--- config.mk ---
export PLATFORM = sky130hd
export DESIGN_NAME = qsr_status_top
export DESIGN_NICKNAME = d
export VERILOG_FILES = /design/src/qsr_pkg.sv /design/src/qsr_status_top.sv /design/src/qsr_status_reg.sv
export SDC_FILE = /design/constraint.sdc
export NUM_CORES = 2
export LEC_CHECK = 0
export BUFFER_PORTS_ARGS = -buffer_cell sky130_fd_sc_hd__clkbuf_2
export CORE_ASPECT_RATIO = 0.6
export CORE_MARGIN = 2
export CORE_UTILIZATION = 40
export CTS_BUF_LIST = sky130_fd_sc_hd__clkbuf_16
export DETAILED_ROUTE_END_ITERATION = 10
export PLACE_DENSITY = 0.65
export RECOVER_POWER = 100
export SLEW_MARGIN = 10
export SYNTH_ARGS = -nofsm -noshare
export SYNTH_HDL_FRONTEND = slang
export SYNTH_SLANG_ARGS = --single-unit
--- constraint.sdc ---
create_clock -name i_clk -period 71.7 [get_ports i_clk]
set_input_delay 7.17 -clock i_clk [delete_from_list [all_inputs] [get_ports i_clk]]
set_output_delay 7.17 -clock i_clk [all_outputs]
set_load 0.03 [all_outputs]
--- src/qsr_pkg.sv ---
package qsr_pkg;
    localparam int QSR_WIDTH = 16;
    localparam int QSR_NREG = 5;
    // register indices, also the value of the select field of a command
    localparam logic [2:0] QSR_IDX_QUEST = 3'h0;
    localparam logic [2:0] QSR_IDX_INTEG = 3'h1;
    localparam logic [2:0] QSR_IDX_HW = 3'h2;
    localparam logic [2:0] QSR_IDX_LIM1 = 3'h3;
    localparam logic [2:0] QSR_IDX_LIM2 = 3'h4;
    // summary bit positions in the parent condition parts
    localparam int QSR_BIT_QUEST_LIM1 = 10;
    localparam int QSR_BIT_QUEST_INTEG = 9;
    localparam int QSR_BIT_INTEG_HW = 2;
    localparam int QSR_BIT_LIM1_LIM2 = 0;
    // values after hardware reset and after preset
    localparam logic [15:0] QSR_ENABLE_RST = 16'h0000;
    localparam logic [15:0] QSR_RISE_RST = 16'hFFFF;
    localparam logic [15:0] QSR_FALL_RST = 16'h0000;
    localparam logic [15:0] QSR_ENABLE_PRESET = 16'hFFFF;
    localparam logic [15:0] QSR_RISE_PRESET = 16'hFFFF;
    localparam logic [15:0] QSR_FALL_PRESET = 16'h0000;
    localparam logic QSR_QUEUE_EN_RST = 1'b0;
    // error queue
    localparam int QSR_QUEUE_DEPTH = 8;
    localparam logic signed [15:0] QSR_NO_ERROR_NUM = 16'sh0000;
    // four ascii characters "NOER", the no-error description
    localparam logic [31:0] QSR_NO_ERROR_TEXT = 32'h4E4F4552;

    typedef enum logic [3:0] {
        QSR_OP_NONE,
        QSR_OP_READ_COND,
        QSR_OP_READ_EVENT,
        QSR_OP_WR_ENABLE,
        QSR_OP_WR_RISE,
        QSR_OP_WR_FALL,
        QSR_OP_PRESET,
        QSR_OP_CLEAR,
        QSR_OP_QUEUE_QUERY
    } qsr_op_type;

    typedef struct packed {
        logic valid;
        qsr_op_type op;
        logic [2:0] sel;
        logic [15:0] data;
    } qsr_cmd_type;

    typedef struct packed {
        logic [15:0] quest;
        logic [15:0] integ;
        logic [15:0] hw;
        logic [15:0] lim1;
        logic [15:0] lim2;
    } qsr_cond_type;

    typedef struct packed {
        logic push;
        logic signed [15:0] num;
        logic [31:0] text;
    } qsr_err_type;

    typedef struct packed {
        logic valid;
        logic [15:0] data;
        logic signed [15:0] err_num;
        logic [31:0] err_text;
    } qsr_rsp_type;
endpackage : qsr_pkg

--- src/qsr_status_top.sv ---
`timescale 1ns/1ps
// Overview of operation
// - preset loads all enable masks, including the operation mask, with ones
// - preset loads rising filters with ones and falling filters with zeros
// - preset touches only filters, masks and queue enable, never conditions or events
// - a condition read returns live status and changes nothing
// - an event read returns latched bits and clears that event part
// - an enabled event bit raises the parent summary; masked bits do not
// - first limit feeds bit 10 of doubtful_result_status; second feeds limit one bit 0
// - with the falling filter bit set, a falling condition edge sets the event
// - with the rising filter bit set, a rising condition edge sets the event
// - register enable masks and both filters are 16 bits wide, any value accepted; the operation mask is only loaded by preset
// - two independent limit registers, each complete, chosen by an index
// - a queue query returns the oldest error entry and removes it
// - an empty queue answers error number 0 with the no-error text
// - each entry holds a signed error number and a short text
// - the clear-status command clears every event part and the error queue, and a hardware reset clears them too; preset does not
module qsr_status_top
    import qsr_pkg::*;
#(
    parameter int QUEUE_DEPTH = QSR_QUEUE_DEPTH
) (
    input wire logic i_clk,
    input wire logic i_reset_n,
    input wire qsr_cmd_type i_cmd,
    input wire qsr_cond_type i_cond,
    input wire qsr_err_type i_err,
    output qsr_rsp_type o_rsp,
    output logic o_summary,
    output logic [15:0] o_oper_enable,
    output logic o_queue_enable
);
    localparam int PTR_W = $clog2(QUEUE_DEPTH);
    localparam logic [PTR_W:0] DEPTH_CNT = (PTR_W + 1)'(QUEUE_DEPTH);

    function automatic logic [15:0] put_bit(input logic [15:0] v, input int pos, input logic b);
        logic [15:0] r;
        r = v;
        r[pos] = b;
        return r;
    endfunction : put_bit

    function automatic logic cmd_is(input qsr_cmd_type c, input qsr_op_type op);
        return c.valid && (c.op == op);
    endfunction : cmd_is

    logic rst_meta_ff;
    logic rst_n_ff;
    always_ff @(posedge i_clk or negedge i_reset_n) begin
        if (!i_reset_n) begin
            rst_meta_ff <= 1'b0;
            rst_n_ff <= 1'b0;
        end else begin
            rst_meta_ff <= 1'b1;
            rst_n_ff <= rst_meta_ff;
        end
    end

    wire [15:0] raw_cond [QSR_NREG];
    assign raw_cond[0] = i_cond.quest;
    assign raw_cond[1] = i_cond.integ;
    assign raw_cond[2] = i_cond.hw;
    assign raw_cond[3] = i_cond.lim1;
    assign raw_cond[4] = i_cond.lim2;

    // a bit is set only once two late stages agree on one and is cleared as soon as they differ, so a one-cycle high glitch cannot make an edge
    logic [15:0] sync1_ff [QSR_NREG];
    logic [15:0] sync2_ff [QSR_NREG];
    logic [15:0] sync3_ff [QSR_NREG];
    logic [15:0] stab_ff [QSR_NREG];
    wire [15:0] cond_in [QSR_NREG];
    wire [15:0] event_out [QSR_NREG];
    wire [15:0] rise_out [QSR_NREG];
    wire [QSR_NREG-1:0] summary;

    always_ff @(posedge i_clk or negedge rst_n_ff) begin
        if (!rst_n_ff) begin
            for (int i = 0; i < QSR_NREG; i++) begin
                sync1_ff[i] <= 16'h0000;
                sync2_ff[i] <= 16'h0000;
                sync3_ff[i] <= 16'h0000;
                stab_ff[i] <= 16'h0000;
            end
        end else begin
            for (int i = 0; i < QSR_NREG; i++) begin
                sync1_ff[i] <= raw_cond[i];
                sync2_ff[i] <= sync1_ff[i];
                sync3_ff[i] <= sync2_ff[i];
                stab_ff[i] <= (stab_ff[i] & ~(sync2_ff[i] ^ sync3_ff[i]))
                    | (sync2_ff[i] & ~(sync2_ff[i] ^ sync3_ff[i]));
            end
        end
    end

    assign cond_in[QSR_IDX_QUEST] = put_bit(put_bit(stab_ff[QSR_IDX_QUEST], QSR_BIT_QUEST_LIM1,
        summary[QSR_IDX_LIM1]), QSR_BIT_QUEST_INTEG, summary[QSR_IDX_INTEG]);
    assign cond_in[QSR_IDX_INTEG] = put_bit(stab_ff[QSR_IDX_INTEG], QSR_BIT_INTEG_HW,
        summary[QSR_IDX_HW]);
    assign cond_in[QSR_IDX_HW] = stab_ff[QSR_IDX_HW];
    assign cond_in[QSR_IDX_LIM1] = put_bit(stab_ff[QSR_IDX_LIM1], QSR_BIT_LIM1_LIM2,
        summary[QSR_IDX_LIM2]);
    assign cond_in[QSR_IDX_LIM2] = stab_ff[QSR_IDX_LIM2];

    wire preset = cmd_is(i_cmd, QSR_OP_PRESET);
    wire clear_all = cmd_is(i_cmd, QSR_OP_CLEAR);

    for (genvar g = 0; g < QSR_NREG; g++) begin : g_reg
        wire hit = i_cmd.sel == 3'(g);
        qsr_status_reg u_reg (
            .i_clk(i_clk),
            .i_rst_n(rst_n_ff),
            .i_cond(cond_in[g]),
            .i_wdata(i_cmd.data),
            .i_we_enable(hit && cmd_is(i_cmd, QSR_OP_WR_ENABLE)),
            .i_we_rise(hit && cmd_is(i_cmd, QSR_OP_WR_RISE)),
            .i_we_fall(hit && cmd_is(i_cmd, QSR_OP_WR_FALL)),
            .i_preset(preset),
            .i_ev_clr(clear_all || (hit && cmd_is(i_cmd, QSR_OP_READ_EVENT))),
            .o_event(event_out[g]),
            .o_rise(rise_out[g]),
            .o_summary(summary[g])
        );
    end

    // error queue, storage in flip-flops
    logic signed [15:0] num_mem_ff [QUEUE_DEPTH];
    logic [31:0] text_mem_ff [QUEUE_DEPTH];
    logic [PTR_W-1:0] rd_ptr_ff;
    logic [PTR_W-1:0] wr_ptr_ff;
    logic [PTR_W:0] count_ff;
    logic queue_en_ff;
    logic [15:0] oper_en_ff;
    logic summary_ff;
    qsr_rsp_type rsp_ff;

    wire query = cmd_is(i_cmd, QSR_OP_QUEUE_QUERY);
    wire queue_empty = count_ff == '0;
    wire pop = query && !queue_empty && !clear_all;
    // a full queue drops the newest arrival unless a query pops in the same cycle; a clear-status in the same cycle drops it too
    wire push = i_err.push && !clear_all && ((count_ff != DEPTH_CNT) || pop);
    wire [PTR_W:0] nxt_count = clear_all ? '0 : (count_ff + (PTR_W + 1)'(push) - (PTR_W + 1)'(pop));
    wire [PTR_W-1:0] nxt_rd_ptr = clear_all ? '0 : (pop ? rd_ptr_ff + 1'b1 : rd_ptr_ff);
    wire [PTR_W-1:0] nxt_wr_ptr = clear_all ? '0 : (push ? wr_ptr_ff + 1'b1 : wr_ptr_ff);

    wire sel_ok = i_cmd.sel < 3'(QSR_NREG);
    wire [15:0] rd_cond = sel_ok ? cond_in[i_cmd.sel] : 16'h0000;
    wire [15:0] rd_event = sel_ok ? event_out[i_cmd.sel] : 16'h0000;
    wire read_cond = cmd_is(i_cmd, QSR_OP_READ_COND);
    wire read_event = cmd_is(i_cmd, QSR_OP_READ_EVENT);
    wire qsr_rsp_type nxt_rsp;
    assign nxt_rsp.valid = read_cond || read_event || query;
    assign nxt_rsp.data = read_cond ? rd_cond : (read_event ? rd_event : 16'h0000);
    assign nxt_rsp.err_num = pop ? num_mem_ff[rd_ptr_ff] : QSR_NO_ERROR_NUM;
    assign nxt_rsp.err_text = pop ? text_mem_ff[rd_ptr_ff] : (query ? QSR_NO_ERROR_TEXT : 32'h0);

    always_ff @(posedge i_clk or negedge rst_n_ff) begin
        if (!rst_n_ff) begin
            for (int i = 0; i < QUEUE_DEPTH; i++) begin
                num_mem_ff[i] <= 16'sh0000;
                text_mem_ff[i] <= 32'h00000000;
            end
        end else if (push) begin
            num_mem_ff[wr_ptr_ff] <= i_err.num;
            text_mem_ff[wr_ptr_ff] <= i_err.text;
        end
    end

    always_ff @(posedge i_clk or negedge rst_n_ff) begin
        if (!rst_n_ff) begin
            rd_ptr_ff <= '0;
            wr_ptr_ff <= '0;
            count_ff <= '0;
            queue_en_ff <= QSR_QUEUE_EN_RST;
            oper_en_ff <= QSR_ENABLE_RST;
            summary_ff <= 1'b0;
            rsp_ff <= '0;
        end else begin
            rd_ptr_ff <= nxt_rd_ptr;
            wr_ptr_ff <= nxt_wr_ptr;
            count_ff <= nxt_count;
            queue_en_ff <= queue_en_ff | preset;
            oper_en_ff <= preset ? QSR_ENABLE_PRESET : oper_en_ff;
            summary_ff <= summary[QSR_IDX_QUEST];
            rsp_ff <= nxt_rsp;
        end
    end

    assign o_rsp = rsp_ff;
    assign o_summary = summary_ff;
    assign o_oper_enable = oper_en_ff;
    assign o_queue_enable = queue_en_ff;

    a_queue_empty: assert property (@(posedge i_clk) disable iff (!rst_n_ff)
        query && queue_empty |=> o_rsp.valid && (o_rsp.err_num == 16'sh0000)
        && (o_rsp.err_text == QSR_NO_ERROR_TEXT))
        else $error("empty queue answer wrong");
    a_queue_pop: assert property (@(posedge i_clk) disable iff (!rst_n_ff)
        pop && !push |=> count_ff == $past(count_ff) - 1'b1)
        else $error("query did not remove an entry");
    a_limit_chain: assert property (@(posedge i_clk) disable iff (!rst_n_ff)
        $rose(summary[QSR_IDX_LIM2]) && rise_out[QSR_IDX_LIM1][0] && !clear_all
        |=> event_out[QSR_IDX_LIM1][0])
        else $error("second limit summary did not reach limit one bit 0");
    a_cond_read: assert property (@(posedge i_clk) disable iff (!rst_n_ff)
        read_cond && sel_ok |=> o_rsp.valid && (o_rsp.data == $past(rd_cond)))
        else $error("condition read returned wrong data");
endmodule : qsr_status_top

--- src/qsr_status_reg.sv ---
`timescale 1ns/1ps
module qsr_status_reg
    import qsr_pkg::*;
(
    input wire logic i_clk,
    input wire logic i_rst_n,
    input wire logic [15:0] i_cond,
    input wire logic [15:0] i_wdata,
    input wire logic i_we_enable,
    input wire logic i_we_rise,
    input wire logic i_we_fall,
    input wire logic i_preset,
    input wire logic i_ev_clr,
    output logic [15:0] o_event,
    output logic [15:0] o_rise,
    output logic o_summary
);
    logic [15:0] prev_ff;
    logic [15:0] event_ff;
    logic [15:0] enable_ff;
    logic [15:0] rise_ff;
    logic [15:0] fall_ff;

    wire [15:0] rise_hit = i_cond & ~prev_ff & rise_ff;
    wire [15:0] fall_hit = ~i_cond & prev_ff & fall_ff;
    wire [15:0] set_bits = rise_hit | fall_hit;
    // clear on read, a new edge wins over the clear
    wire [15:0] nxt_event = (i_ev_clr ? 16'h0000 : event_ff) | set_bits;
    wire [15:0] nxt_enable = i_preset ? QSR_ENABLE_PRESET : (i_we_enable ? i_wdata : enable_ff);
    wire [15:0] nxt_rise = i_preset ? QSR_RISE_PRESET : (i_we_rise ? i_wdata : rise_ff);
    wire [15:0] nxt_fall = i_preset ? QSR_FALL_PRESET : (i_we_fall ? i_wdata : fall_ff);

    always_ff @(posedge i_clk or negedge i_rst_n) begin
        if (!i_rst_n) begin
            prev_ff <= 16'h0000;
            event_ff <= 16'h0000;
            enable_ff <= QSR_ENABLE_RST;
            rise_ff <= QSR_RISE_RST;
            fall_ff <= QSR_FALL_RST;
        end else begin
            prev_ff <= i_cond;
            event_ff <= nxt_event;
            enable_ff <= nxt_enable;
            rise_ff <= nxt_rise;
            fall_ff <= nxt_fall;
        end
    end

    assign o_event = event_ff;
    assign o_rise = rise_ff;
    assign o_summary = |(event_ff & enable_ff);

    a_preset_fill: assert property (@(posedge i_clk) disable iff (!i_rst_n)
        i_preset |=> (enable_ff == 16'hFFFF) && (rise_ff == 16'hFFFF) && (fall_ff == 16'h0000))
        else $error("preset did not load masks and filters");
    a_preset_keeps: assert property (@(posedge i_clk) disable iff (!i_rst_n)
        i_preset && !i_ev_clr |=> event_ff == ($past(event_ff) | $past(set_bits)))
        else $error("preset disturbed event bits");
    a_read_clears: assert property (@(posedge i_clk) disable iff (!i_rst_n)
        i_ev_clr && (set_bits == 16'h0000) |=> event_ff == 16'h0000)
        else $error("event read did not clear");
    a_rise_sets: assert property (@(posedge i_clk) disable iff (!i_rst_n)
        ##1 ((i_cond & ~$past(i_cond) & rise_ff) != 16'h0000)
        |=> (event_ff & $past(i_cond & ~prev_ff & rise_ff)) == $past(i_cond & ~prev_ff & rise_ff))
        else $error("rising edge not latched");
    a_fall_sets: assert property (@(posedge i_clk) disable iff (!i_rst_n)
        ((~i_cond & prev_ff & fall_ff) != 16'h0000)
        |=> (event_ff & $past(~i_cond & prev_ff & fall_ff)) == $past(~i_cond & prev_ff & fall_ff))
        else $error("falling edge not latched");
    a_event_sticky: assert property (@(posedge i_clk) disable iff (!i_rst_n)
        !i_ev_clr |=> (event_ff & $past(event_ff)) == $past(event_ff))
        else $error("event bit dropped without a clear");
    a_summary_mask: assert property (@(posedge i_clk) disable iff (!i_rst_n)
        ((set_bits & enable_ff) != 16'h0000) && !i_we_enable |=> o_summary)
        else $error("enabled event did not raise summary");
endmodule : qsr_status_reg

=== Yosys cells after proc, flatten, opt, wreduce, memory -nomap -nowiden ===
Index checks and enable logic that the tools add are counted.

* Add/subtract/negate cells: 4
* $lt $le $gt $ge: 5
* Equal/unequal tests: 13
* Muxes and demuxes: 65
* Bitwise logic cells: 74
* Reductions and logical operators: 67

{| class="wikitable"
|+ Operator list
! cell !! number
|-
| $mux 16 || 47
|-
| $and 16x16->16 || 35
|-
| $bwmux 256 || 1
|-
| $not 16->16 || 15
|-
| $or 16x16->16 || 15
|-
| $bmux 16 s3 || 3
|-
| $bwmux 128 || 1
|-
| $mux 32 || 4
|-
| $bmux 32 s3 || 1
|-
| $demux 32 s3 || 1
|-
| $reduce_or 16->1 || 5
|-
| $xor 16x16->16 || 5
|-
| $demux 16 s3 || 1
|-
| $reduce_bool 2->1 || 17
|-
| $logic_and 1x1->1 || 33
|-
| $mux 31 || 1
|-
| $eq 4x3->1 const B || 4
|-
| $ge 4x4->1 const B || 3
|-
| $mux 3 || 4
|-
| $not 3->4 || 3
|-
| $eq 4x2->1 const B || 2
|-
| $logic_or 1x1->1 || 8
|-
| $add 3x1->3 const B || 2
|-
| $eq 3x2->1 const B || 2
|-
| other kinds (14) || 15
|}

* Bits in registers: 1184
* Input port bits: 155
* Output and inout bits: 83

=== Depth between registers and ports, before layout ===
* Word-level depth: 9
* Depth in mapped cells: 13
* Gate-level depth less buffers: 12

=== Cells and area by module ===
A second synthesis with hierarchy kept.

* Cells, all modules: 3291
* Area total of the unflattened synthesis: 47279.1 sq um

{| class="wikitable"
|+ Modules (own cells, without submodules)
! module !! instances !! cells an instance !! area each (sq um)
|-
| qsr_status_top || 1 || 1976 || 30757.0
|-
| qsr_status_reg || 5 || 263 || 3304.4
|}

=== Worst setup path after synthesis ===
Ideal clock, no wire load.

* Kind: input-to-reg
* From: input i_cmd[21] (netlist bit)
* To: register count_ff[1]
* Setup time: 119 ps
* Arrival: 8972 ps
* Slack: 62609 ps
* Cell stages on the path: 9
* Path through: nand4bb_4 or3_1 clkbuf_1 inv_1 ha_1 inv_1 ha_1 fa_1 and2_1

* Word-level cells in the longest chain between the ends: 9

{| class="wikitable"
|+ Ends and longest elaborated chain
! what !! RTL line !! source
|-
| start: declaration || qsr_status_top.sv:25 || <nowiki>input wire qsr_cmd_type i_cmd,</nowiki>
|-
| $eq 4x4->1 or $eq 4x3->1 (tied branches) || qsr_status_top.sv:44 || <nowiki>return c.valid && (c.op == op);</nowiki>
|-
| $logic_and 1x1->1 || qsr_status_top.sv:44 ||
|-
| $logic_and 1x1->1 or $logic_not 1->1 (tied branches) || qsr_status_top.sv:138, qsr_status_top.sv:140 ||
|-
| $logic_and 1x1->1 || qsr_status_top.sv:138 || <nowiki>wire pop = query && !queue_empty && !clear_all;</nowiki>
|-
| $logic_or 1x1->1 || qsr_status_top.sv:140 || <nowiki>wire push = i_err.push && !clear_all && ((count_ff != DEPTH_CNT) || pop);</nowiki>
|-
| $logic_and 1x1->1 || qsr_status_top.sv:140 ||
|-
| $add 4x1->4 || qsr_status_top.sv:141 || <nowiki>wire [PTR_W:0] nxt_count = clear_all ? '0 : (count_ff + (PTR_W + 1)'(push) - (PTR_W + 1)'(pop));</nowiki>
|-
| $sub 4x1->4 || qsr_status_top.sv:141 ||
|-
| $mux 4 (*) || qsr_status_top.sv:141 ||
|-
| via nxt_count[1] || qsr_status_top.sv:141 ||
|-
| end signal: assignment || qsr_status_top.sv:180 || <nowiki>count_ff <= nxt_count;</nowiki>
|-
| end: declaration || qsr_status_top.sv:130 || <nowiki>logic [PTR_W:0] count_ff;</nowiki>
|}

Mark *: on every way through the listed nets, which the timed path passes. The rest lies on a longest branch.
A chain may end at the register's enable or synchronous reset.

==> flow_summary.toml <==
[placed_design]
placed_cell_area_sq_um = 49100
pre_cts_slack_ns = 61.44
dp_hpwl_um = 75400
dp_cells = 5103
routabilityCongestion = 0.929
port_buffers = 233

[sta]
period_minus_slack_ns = 20.23
setup_viol = 0
hold_viol = 0
tns_ns = 0
tightest_slew_ns = 9.22
slew_headroom_pct = -515
fmax_ghz = 0.0494
period_share_pct = 28.2
fin_skew_ns = 0.0609
maxSlewViolCount = 1933
rsz0062_at_grt = "false"
timing.final.ws_setup_ns = 51.47
fin_hold_ws_ns = 0.327

[final_layout]
layout_common_cells = "dfrtp_1 (1,085), nand2_1 (664), mux2_2 (274), nand3_1 (174), clkbuf_2 (141)"
instances_no_fill = 5307
fin_util_pct = 45.5
final_common_cell = "dfrtp_1"
synthToLayoutAreaGrowth_pct = 12.3
final_nets = 3932
final_cell_area_sq_um = 52300
drive_gt1_share_pct = 21.3

[floorplanning]
die_w_um = 444
core-area_sq_um = 115000
die_area_sq_um = 119000
rows = 96
dieHeight_um = 268
ios = 238
initial_core_util_pct = 40.5

[detailed_routing]
vias_per_cell = 5.40
wl_per_cell_um = 22.5
drt_wl_total_um = 119000
postRouteAntennaNets = 0
drc = 0
num_vias = 28700
firstDrtPassIters = 6
drt_first_iter_violations = 2699

[clocking]
clkLatencyLatePin_ns = 0.76
cts.clk_slew.worst_paths_ns = 0.07
numCtsBuffers = 106
ctsHoldBuffers = 0
post_cts_buffers = 0
cts-root-buf = "clkbuf_16"
ctsResizeCount = 0
cts_htree_levels = 3
cts.sink_count = 1168
cts.path.max_buffers = 3
cts_tree = "yes"

[power_and_ir_drop]
seqPwrFrac_pct = 49.6
clock_power_share_pct = 30.5
p_int_mw = 1.37
p_comb_share_pct = 20.0
p_leak_nw = 23.4
total_power_mw = 1.91
irDropWorstVdd_v = 0.0000254
power.density_nw_per_um2 = 36.5
p_sw_share_pct = 28.1
switchingPower_mw = 0.536

[logic_synthesis]
syn_nets = 3750
synth_flop_cell = "dfrtp_1"
ys_seq_area_share_pct = 63.0
syn_area_sq_um = 46500
synth-edff-count = 0
syn_inst = 3510
ys_types = 56
ys_ff_latch = 1168
yosysWarnings = 0
avgSynthCellArea_sq_um = 13.3
async_flop_share_pct = 100

[outcome]
violations = "capacitance limit, slew limit"
status = "finished with violations"

[setup_path]
worstPathArrival_ns = 20.11
r2r-end = "num_mem_ff[97]"
worst_setup_path_start_kind = "flop"
end_kind = "asynchronous set/reset pin"
crit_path_end = "num_mem_ff[97]"
cp-startpoint = "rst_n_ff"
r2r_cells = 5
worstReg2RegStart = "rst_n_ff"
crit_fanout = 174
worstPathRequired_ns = 71.58
path_class = "flop to asynchronous set/reset pin"
r2r_setup_slack_ns = 51.47

[run]
drv_cap = 33

[global_routing]
grt_pass1_vias = 28400
grt_pass1_wl_um = 182000
gr-total-overflow = 0
grtUsageTotal_pct = 20.2
grt_max_degree = 175
antenna_found_initial = 7

[min_path]
hp-class = "flop to flop"
## layer usage
layer	GRT usage (%)	up-vias	routed length (um)
li1	-	12600	-
met1	30.9	14900	56400
met2	27.8	948	49600
met3	6.12	204	10600
met4	4.94	6	2820
met5	0	-	34
## area by class of cell
class	count	area, sq um
inverter	91	342
clock inverter	93	895
antenna	5	12.5
clock buffer	106	2650
multi-input combinational	2059	15900
tap	1519	1900
timing repair buffer	266	1210
fill	10300	62600
sequential	1168	29300
## synth_stat cells, drive strengths merged, types with 2 or more instances
cell / number / area [sq um]
nor3b: 7 / 67.6
nand2: 664 / 2490
a221o: 6 / 60.1
o211ai: 75 / 563
o311ai: 2 / 17.5
nand3b: 81 / 612
mux4: 121 / 2730
a22o: 20 / 175
o22ai: 12 / 75.1
a221oi: 20 / 175
and2: 4 / 25.0
buf: 79 / 489
and3: 2 / 12.5
nand4: 2 / 12.5
nor3: 5 / 30.0
clkbuf: 113 / 424
a31oi: 12 / 75.1
a21o: 77 / 578
mux2: 387 / 4430
nand3: 174 / 871
inv: 91 / 342
o21ai: 4 / 20.0
a21oi: 115 / 576
dfstp: 80 / 2100
nand2b: 6 / 37.5
dfrtp: 1088 / 27200
and4: 4 / 35.0
or3b: 3 / 26.3
ha: 84 / 1050
mux2i: 55 / 551
nor2: 65 / 244
nor2b: 29 / 181
or2: 4 / 25.0
o32ai: 2 / 36.3
a2111oi: 3 / 26.3
xnor2: 4 / 35.0
## power groups by stage
stage / clock [mW] / sequential (mW) / combinational (mW)
final: 0.581 / 0.945 / 0.381
after CTS: 0.595 / 0.942 / 0.389
after detailed placement: 0 / 0.952 / 0.388
after global routing: 0.624 / 0.965 / 0.419
after floorplan: 0 / 0.916 / 0.314
after global placement: 0 / 0.947 / 0.375
## critical path, cell delays in order (launching register included)
cell and delay [ns]:
dfrtp_1 1.89, clkbuf_1 1.67, clkbuf_1 6.47, clkbuf_1 3.07
clkbuf_1 3.05, clkbuf_1 3.01
## logic make-up after synthesis
kind of cell               synth area share (%)
DFF                                        63.0
and+or+nand+nor                            10.2
muxes                                      16.6
AOI/OAI and AO/OA                          5.13
buffers and inverters                      2.70
adders and majority gates                  2.30
xor gates and xnor gates                 0.0941
other                                   0.00806
## flip-flops by register name, summed over array words and instances (netlist names)
signal,count
rst_n_ff,1
count_ff,4
g.u_reg.enable_ff,80
num_mem_ff,128
sync2_ff,76
text_mem_ff,256
g.u_reg.prev_ff,80
o_queue_enable,1
sync1_ff,76
rd_ptr_ff,3
o_rsp,65
cond_in,76
g.u_reg.fall_ff,80
g.u_reg.o_event,80
o_summary,1
wr_ptr_ff,3
o_oper_enable,1
g.u_reg.o_rise,80
rst_meta_ff,1
sync3_ff,76
## worst min-delay path by stage
stage	to	startpoint	slack, ns	cells after the start
final	sync2_ff[53]	sync1_ff[53]	0.33	0
after global routing	sync2_ff[53]	sync1_ff[53]	0.35	0
after CTS	sync2_ff[53]	sync1_ff[53]	0.34	0
after detailed placement	sync2_ff[29]	sync1_ff[29]	0.33	0
after global placement	sync2_ff[61]	sync1_ff[61]	0.33	0
after floorplan	rst_n_ff	rst_meta_ff	0.33	0
Note: power is estimated with default switching activity, not from simulation.
